$ cat src/include/regbank_pkg.sv
// Package with register map, field positions, reset values and delay counts.
package regbank_pkg;
  localparam logic [7:0] ADDR_LINREG1_VOLT = 8'h02;
  localparam logic [7:0] ADDR_LINREG2_VOLT = 8'h03;
  localparam logic [7:0] ADDR_BUCK_PARAM   = 8'h04;
  localparam logic [7:0] ADDR_SYS_PARAM    = 8'h05;
  localparam logic [7:0] ADDR_BUCK_SLEW    = 8'h06;
  localparam logic [7:0] MASK_LINREG_VOLT  = 8'h3F;
  localparam logic [7:0] MASK_BUCK_PARAM   = 8'h7F;
  localparam logic [7:0] MASK_SYS_PARAM    = 8'h7F;
  localparam logic [7:0] MASK_BUCK_SLEW    = 8'h77;
  localparam logic [7:0] RST_LINREG_VOLT   = 8'h0C;
  localparam logic [7:0] RST_BUCK_PARAM    = 8'h0F;
  localparam logic [7:0] RST_SYS_PARAM     = 8'h2F;
  localparam logic [7:0] RST_BUCK_SLEW     = 8'h11;
  localparam logic [5:0] LINREG_CODE_MAX   = 6'h36;
  localparam int         LINREG_BASE_MV    = 900;
  localparam int         LINREG_STEP_MV    = 50;
  localparam int         POS_PHASE         = 6;
  localparam int         POS_ULTRA2        = 5;
  localparam int         POS_ULTRA1        = 4;
  localparam int         POS_DIS2          = 3;
  localparam int         POS_DIS1          = 2;
  localparam int         POS_MODE2         = 1;
  localparam int         POS_MODE1         = 0;
  localparam int         POS_SER_EN        = 6;
  localparam int         POS_POR_HI        = 5;
  localparam int         POS_POR_LO        = 4;
  localparam int         POS_EN_LINREG2    = 3;
  localparam int         POS_EN_LINREG1    = 2;
  localparam int         POS_EN_BUCK2      = 1;
  localparam int         POS_EN_BUCK1      = 0;
  localparam int         POS_SLEW2_HI      = 6;
  localparam int         POS_SLEW2_LO      = 4;
  localparam int         POS_SLEW1_HI      = 2;
  localparam int         POS_SLEW1_LO      = 0;
  localparam int         CLK_MHZ           = 25;
  localparam int         POR_DLY0_MS       = 1;
  localparam int         POR_DLY1_MS       = 50;
  localparam int         POR_DLY2_MS       = 150;
  localparam int         POR_DLY3_MS       = 200;
  localparam int         SLEW_BASE_NV_US   = 225;
endpackage : regbank_pkg

$ cat src/include/regfile_if.sv
// Interface carrying register write strobes and stored values between modules.
`timescale 1ns/1ps
interface regfile_if;
  logic       wr_en;
  logic [7:0] wr_addr;
  logic [7:0] wr_data;
  logic [7:0] linreg1_r;
  logic [7:0] linreg2_r;
  logic [7:0] buck_param_r;
  logic [7:0] sys_param_r;
  logic [7:0] buck_slew_r;
  modport store (input wr_en, wr_addr, wr_data,
                 output linreg1_r, linreg2_r, buck_param_r, sys_param_r, buck_slew_r);
  modport user (output wr_en, wr_addr, wr_data,
                input linreg1_r, linreg2_r, buck_param_r, sys_param_r, buck_slew_r);
endinterface : regfile_if

$ cat src/rtl/reg_store.sv
// Register storage for the five control registers with masking of reserved bits.
`timescale 1ns/1ps
module reg_store
  import regbank_pkg::*;
(
  input wire logic clk_sys,
  input wire logic rst,
  regfile_if.store rf
);
  typedef struct packed {
    logic [7:0] lr1;
    logic [7:0] lr2;
    logic [7:0] bp;
    logic [7:0] sp;
    logic [7:0] sl;
  } store_t;
  store_t st_r;
  store_t st_nxt;

  always_comb begin
    st_nxt = st_r;
    if (rf.wr_en) begin
      unique case (rf.wr_addr)
        ADDR_LINREG1_VOLT: st_nxt.lr1 = rf.wr_data & MASK_LINREG_VOLT;
        ADDR_LINREG2_VOLT: st_nxt.lr2 = rf.wr_data & MASK_LINREG_VOLT;
        ADDR_BUCK_PARAM:   st_nxt.bp  = rf.wr_data & MASK_BUCK_PARAM;
        ADDR_SYS_PARAM:    st_nxt.sp  = rf.wr_data & MASK_SYS_PARAM;
        ADDR_BUCK_SLEW:    st_nxt.sl  = rf.wr_data & MASK_BUCK_SLEW;
        default: ;
      endcase
    end
  end

  always_ff @(posedge clk_sys) begin
    if (rst) begin
      st_r <= '{RST_LINREG_VOLT, RST_LINREG_VOLT, RST_BUCK_PARAM,
                RST_SYS_PARAM, RST_BUCK_SLEW};
    end else begin
      st_r <= st_nxt;
    end
  end

  assign rf.linreg1_r    = st_r.lr1;
  assign rf.linreg2_r    = st_r.lr2;
  assign rf.buck_param_r = st_r.bp;
  assign rf.sys_param_r  = st_r.sp;
  assign rf.buck_slew_r  = st_r.sl;
endmodule : reg_store

$ cat src/rtl/pmic_control_register_bank.sv
// Control register bank of a dual buck and dual linear regulator controller.
// Contract
// - Linear regulator code six bits, reset 001100
// - Target is 0.90 V plus 50 mV per step
// - Parameter bit 6 selects buck phase relation
// - Bits 5,4 enable ultrasonic for buck 2,1
// - Bits 3,2 enable discharge, reset one
// - Bits 1,0 select auto or forced PWM
// - System bit 6 enables serial control
// - Power-on delay field selects 1/50/150/200 ms
// - System bits 3..0 enable the four regulators
// - Buck 2 slew field bits 6..4, reset 001
// - Buck 1 slew field bits 2..0, reset 001
// - All registers reset at start-up
// - Linear regulator registers at 0x02 and 0x03
`timescale 1ns/1ps
module pmic_control_register_bank
  import regbank_pkg::*;
(
  input  wire logic        clk_sys,
  input  wire logic        rst,
  input  wire logic        wr_en,
  input  wire logic        rd_en,
  input  wire logic [7:0]  addr,
  input  wire logic [7:0]  wr_data,
  output logic      [7:0]  rd_data,
  output logic             rd_valid,
  output logic      [5:0]  linreg1_voltage_code,
  output logic      [5:0]  linreg2_voltage_code,
  output logic      [11:0] linreg1_target_mv,
  output logic      [11:0] linreg2_target_mv,
  output logic             linreg1_code_valid,
  output logic             linreg2_code_valid,
  output logic             buck_phase_select,
  output logic             buck2_ultrasonic_en,
  output logic             buck1_ultrasonic_en,
  output logic             buck2_discharge_en,
  output logic             buck1_discharge_en,
  output logic             buck2_auto_mode,
  output logic             buck1_auto_mode,
  output logic             serial_ctrl_en,
  output logic      [1:0]  buck_poweron_delay,
  output logic      [7:0]  buck_poweron_delay_ms,
  output logic             linreg2_en,
  output logic             linreg1_en,
  output logic             buck2_en,
  output logic             buck1_en,
  output logic      [2:0]  buck2_slew_code,
  output logic      [2:0]  buck1_slew_code,
  output logic      [15:0] buck2_slew_nv_us,
  output logic      [15:0] buck1_slew_nv_us
);
  regfile_if rf ();

  typedef struct packed {
    logic [7:0] rdat;
    logic       rvld;
  } rd_state_t;
  rd_state_t rs_r;
  rd_state_t rs_nxt;

  assign rf.wr_en   = wr_en;
  assign rf.wr_addr = addr;
  assign rf.wr_data = wr_data;

  reg_store u_store (
    .clk_sys (clk_sys),
    .rst     (rst),
    .rf      (rf)
  );

  // Reads of unmapped addresses return zero so software sees no stale data.
  always_comb begin
    rs_nxt      = rs_r;
    rs_nxt.rvld = rd_en;
    if (rd_en) begin
      unique case (addr)
        ADDR_LINREG1_VOLT: rs_nxt.rdat = rf.linreg1_r;
        ADDR_LINREG2_VOLT: rs_nxt.rdat = rf.linreg2_r;
        ADDR_BUCK_PARAM:   rs_nxt.rdat = rf.buck_param_r;
        ADDR_SYS_PARAM:    rs_nxt.rdat = rf.sys_param_r;
        ADDR_BUCK_SLEW:    rs_nxt.rdat = rf.buck_slew_r;
        default:           rs_nxt.rdat = 8'h00;
      endcase
    end
  end

  always_ff @(posedge clk_sys) begin
    if (rst) begin
      rs_r <= '0;
    end else begin
      rs_r <= rs_nxt;
    end
  end

  assign rd_data  = rs_r.rdat;
  assign rd_valid = rs_r.rvld;

  function automatic logic [11:0] linreg_mv(input logic [5:0] code);
    linreg_mv = 12'(LINREG_BASE_MV + LINREG_STEP_MV * int'(code));
  endfunction : linreg_mv

  function automatic logic [7:0] por_ms(input logic [1:0] sel);
    unique case (sel)
      2'b00: por_ms = 8'(POR_DLY0_MS);
      2'b01: por_ms = 8'(POR_DLY1_MS);
      2'b10: por_ms = 8'(POR_DLY2_MS);
      2'b11: por_ms = 8'(POR_DLY3_MS);
    endcase
  endfunction : por_ms

  // Slew rate in nV/us doubles per code step; 000 is the slowest ramp.
  function automatic logic [15:0] slew_nv(input logic [2:0] code);
    slew_nv = 16'(SLEW_BASE_NV_US << code);
  endfunction : slew_nv

  assign linreg1_voltage_code  = rf.linreg1_r[5:0];
  assign linreg2_voltage_code  = rf.linreg2_r[5:0];
  assign linreg1_target_mv     = linreg_mv(rf.linreg1_r[5:0]);
  assign linreg2_target_mv     = linreg_mv(rf.linreg2_r[5:0]);
  assign linreg1_code_valid    = rf.linreg1_r[5:0] <= LINREG_CODE_MAX;
  assign linreg2_code_valid    = rf.linreg2_r[5:0] <= LINREG_CODE_MAX;
  assign buck_phase_select     = rf.buck_param_r[POS_PHASE];
  assign buck2_ultrasonic_en   = rf.buck_param_r[POS_ULTRA2];
  assign buck1_ultrasonic_en   = rf.buck_param_r[POS_ULTRA1];
  // Discharge only acts while the buck is off, so it is gated by the enable.
  assign buck2_discharge_en    = rf.buck_param_r[POS_DIS2] & ~rf.sys_param_r[POS_EN_BUCK2];
  assign buck1_discharge_en    = rf.buck_param_r[POS_DIS1] & ~rf.sys_param_r[POS_EN_BUCK1];
  assign buck2_auto_mode       = rf.buck_param_r[POS_MODE2];
  assign buck1_auto_mode       = rf.buck_param_r[POS_MODE1];
  assign serial_ctrl_en        = rf.sys_param_r[POS_SER_EN];
  assign buck_poweron_delay    = rf.sys_param_r[POS_POR_HI:POS_POR_LO];
  assign buck_poweron_delay_ms = por_ms(rf.sys_param_r[POS_POR_HI:POS_POR_LO]);
  assign linreg2_en            = rf.sys_param_r[POS_EN_LINREG2];
  assign linreg1_en            = rf.sys_param_r[POS_EN_LINREG1];
  assign buck2_en              = rf.sys_param_r[POS_EN_BUCK2];
  assign buck1_en              = rf.sys_param_r[POS_EN_BUCK1];
  assign buck2_slew_code       = rf.buck_slew_r[POS_SLEW2_HI:POS_SLEW2_LO];
  assign buck1_slew_code       = rf.buck_slew_r[POS_SLEW1_HI:POS_SLEW1_LO];
  assign buck2_slew_nv_us      = slew_nv(buck2_slew_code);
  assign buck1_slew_nv_us      = slew_nv(buck1_slew_code);
endmodule : pmic_control_register_bank

$ cat config.mk
export PLATFORM = sky130hd
export DESIGN_NAME = pmic_control_register_bank
export DESIGN_NICKNAME = d
export VERILOG_FILES = /design/src/include/regbank_pkg.sv /design/src/include/regfile_if.sv /design/src/rtl/reg_store.sv /design/src/rtl/pmic_control_register_bank.sv
export SDC_FILE = /design/constraint.sdc
export NUM_CORES = 1
export LEC_CHECK = 0
export ABC_AREA = 1
export BUFFER_PORTS_ARGS = -buffer_cell sky130_fd_sc_hd__buf_2
export CORE_MARGIN = 3
export CORE_UTILIZATION = 45
export DETAILED_ROUTE_END_ITERATION = 16
export HOLD_SLACK_MARGIN = 0.1
export PLACE_DENSITY = 0.77
export SLEW_MARGIN = 20
export SYNTH_ARGS = -nofsm -noshare
export SYNTH_HDL_FRONTEND = slang
export SYNTH_SLANG_ARGS = --single-unit
$ cat constraint.sdc
create_clock -name clk_sys -period 3 [get_ports clk_sys]
set_clock_uncertainty 0.05 [all_clocks]
set_input_delay 0.6 -clock clk_sys [delete_from_list [all_inputs] [get_ports clk_sys]]
set_output_delay 0.6 -clock clk_sys [all_outputs]
set_load 0.01 [all_outputs]
==> flow_metrics.py <==
metrics = {
    "status": {
        "status": "finished with violations",
        "failed_checks": "setup timing",
    },
    "global_route": {
        "grtUsageTotal_pct": 24.8,
        "grt_pass1_vias": 3786,
        "antenna_found_initial": 0,
        "grt_pass1_wl_mm": 17.6,
        "grt.overflow.total": 0,
        "grt_max_degree": 32,
    },
    "drt": {
        "wl_per_cell_um": 15.9,
        "drtIter0Drc": 207,
        "ant_nets": 0,
        "drt_first_pass_iters": 7,
        "drc": 0,
        "viasPerCell": 5.33,
        "vias": 4039,
        "wirelength_mm": 12.1,
    },
    "power_and_ir_drop": {
        "power_switching_share_pct": 26.5,
        "power_frac_comb_pct": 11.2,
        "pwr-share-seq_pct": 51.6,
        "p_leak_nw": 2.65,
        "power.density_nw_per_um2": 193,
        "p_switching_mw": 0.272,
        "pwr-share-clk_pct": 37.2,
        "p_int_mw": 0.756,
        "vdd_ir_drop_max_mv": 0.220,
    },
    "synthesis": {
        "yosysMostFrequentCell": "nand2_1",
        "synth_edf_count": 0,
        "post-synth-top-area-cell": "dfxtp_1",
        "ys_warn_count": 0,
        "ys_types": 34,
        "synthTopCellsByCount": "89 x nand2_1, 60 x inv_1, 52 x ha_1, 52 x nor2_1",
        "ys_ff_latch": 40,
        "synth.avg_cell_area_um2": 7.00,
        "async_flop_share_pct": 0,
        "ys_seq_area_share_pct": 23.0,
        "ys.flop_type": "dfxtp_1",
        "yosysTopAreaCellShare_pct": 23.0,
        "postSynthCellCount": 498,
        "netlist_area_um2": 3480,
        "ys_top_cells_by_area": "dfxtp_1 23%, ha_1 19%, nand2_1 9.6%",
    },
    "layout": {
        "layout.nets": 732,
        "n_antenna_cell": 0,
        "syn_to_final_growth_pct": 53.0,
        "fin_cells": 758,
        "drive_gt1_share_pct": 46.6,
    },
    "placed_design": {
        "post-place-cells": 740,
        "dp_hpwl_mm": 7.76,
        "place_ws_ns": -0.169,
        "portBuffers": 120,
        "gp_congestion": 0.876,
    },
    "clock_tree": {
        "cts_buffers": 5,
        "worstSkewPairLatency_ns": 0.30,
        "cts.clk_slew.worst_paths_ns": 0.08,
        "cts_tree": "built",
        "clockBufferDepth": 2,
        "htree_levels": 2,
        "cts-root-buf": "clkbuf_8",
        "clock_sinks": 40,
        "cts_hold_buffers": 0,
    },
    "sta": {
        "relSlewSlack_pct": 44.0,
        "finalCritPeriodShare_pct": 115,
        "finalWorstSetupSlack_ns": -0.458,
        "report.final.slew_viol_count": 0,
        "setup_viol": 12,
        "max_freq_ghz": 0.289,
        "tightestPinTransition_ns": 0.839,
        "rsz0062_at_grt": "true",
        "fin_crit_ns": 3.46,
        "finalHoldViolations": 0,
    },
    "worst_setup_path": {
        "worstPathRequired_ns": 2.35,
        "cp_cell_sequence": "buf_12, ha_4, xnor2_2, ha_1, ha_4, nand3_4, nand2_2, nand2_2, nand2_4, nand2_4, nor2_4, xnor2_2, buf_2",
        "critPathMaxFanout": 4,
        "path_class": "reg -> out",
        "r2r_slack_ns": 1.85,
        "crit-reg2reg-launch": "u_store.rf.linreg1_r[1]",
        "critPathCaptureType": "primary output",
        "crit_slowest_cell": "dfxtp_4",
        "path_delay_family": "adder cells",
        "cp_num_buf_inv": 2,
        "critPathMaxStageDelay_ns": 0.39,
        "worst_ep_arrival_time_ns": 2.81,
        "startpoint": "u_store.rf.linreg1_r[2]",
        "cp-start-kind": "register",
    },
    "min_path": {
        "min-delay-path-class": "reg -> reg",
        "min-delay-start": "rd_data[6]",
    },
    "die": {
        "die_h_um": 94.0,
        "core_area_um2": 7370,
        "floorplan.rows": 31,
        "io_pins": 127,
        "dieWidth_um": 94.0,
        "initial_core_util_pct": 47.3,
        "die-area_um2": 8840,
    },
    "flow_run": {
        "drv_cap": 0,
    },
}
[what timing repair did]
item	4_1_cts	5_1_grt
setup endpoints to repair	12	12
resized for setup	81	35
pin swaps	49	25
cloned	0	0
setup buffers	8	4
[registers in the layout (all words and copies together) (netlist names)]
register                 flops
rd_data                      7
u_store.rf.buck_param_r      7
u_store.rf.sys_param_r       7
u_store.rf.buck_slew_r       6
u_store.rf.linreg1_r         6
u_store.rf.linreg2_r         6
rd_valid                     1
[placed cells by master, fill, tap and decap left out, drive strengths merged, types with 2 or more instances in the layout]
cell type,instances
inv,68
o22ai,3
o211ai,13
clkbuf,7
nand4,4
dfxtp,40
o21ai,23
nand3,41
clkinv,2
fa,2
xnor2,9
xor2,14
conb,5
a21oi,36
nor3,5
ha,52
nand2,99
buf,171
nor2,59
[final timing paths]
| path | to | depth (start not counted) |
|---|---|---|
| setup / recovery | linreg1_target_mv[10] | 13 |
| hold / removal | rd_data[6] | 2 |
| setup reg to reg | rd_data[1] | 5 |
| hold reg to reg | rd_data[6] | 2 |
[layer usage]
metal	routed length (µm)	GRT usage [%]	vias up
met5	0	0	-
met4	345	7.94	0
met3	760	4.89	37
met2	6530	46.5	161
li1	-	-	1920
met1	4460	27.9	1921
[cells by family after synthesis]
kind of cell / count (synthesis) / synth area share, %
simple gates: 211 / 27.6
buf+inv: 92 / 11.2
compound gates: 77 / 12.3
fa+ha+maj: 54 / 19.8
flops: 40 / 23.0
xor+xnor: 23 / 6.00
other cells: 1 / 0.108
[worst register-to-register path: stages, from the launching register on]
cell,delay (ns)
dfxtp_4,0.38
buf_4,0.16
inv_1,0.09
o22ai_1,0.10
nor2_1,0.18
a21oi_1,0.09
[through the flow]
stage	total power, mW	hold slack [ns]	TNS, ns	area [µm²]	util [%]
floorplan	0.610	0.433	0	3580	-
global placement	0.645	0.407	-0.417	4490	60.9
detailed placement	0.647	0.410	-0.827	4490	60.9
CTS	1.02	0.422	-2.31	5150	69.8
global route	1.06	0.439	-4.60	5330	72.3
finish	1.03	0.419	-3.69	5330	72.3
[power by group through the flow]
stage               clock (mW)  combinational [mW]  sequential [mW]
floorplan                    0              0.0608            0.549
global placement             0              0.0981            0.547
detailed placement           0               0.100            0.547
CTS                      0.378               0.108            0.534
global route             0.404               0.124            0.531
finish                   0.383               0.115            0.531
[final cells by class]
cell class,count,area (µm²)
clock buffer,7,86.3
fill,550,2040
clock inverter,1,7.51
timing repair buffer,171,1020
sequential,40,836
multi-input combinational,370,2990
inverter,70,268
tap,99,124
No activity file was read; power rests on OpenSTA's default activity.
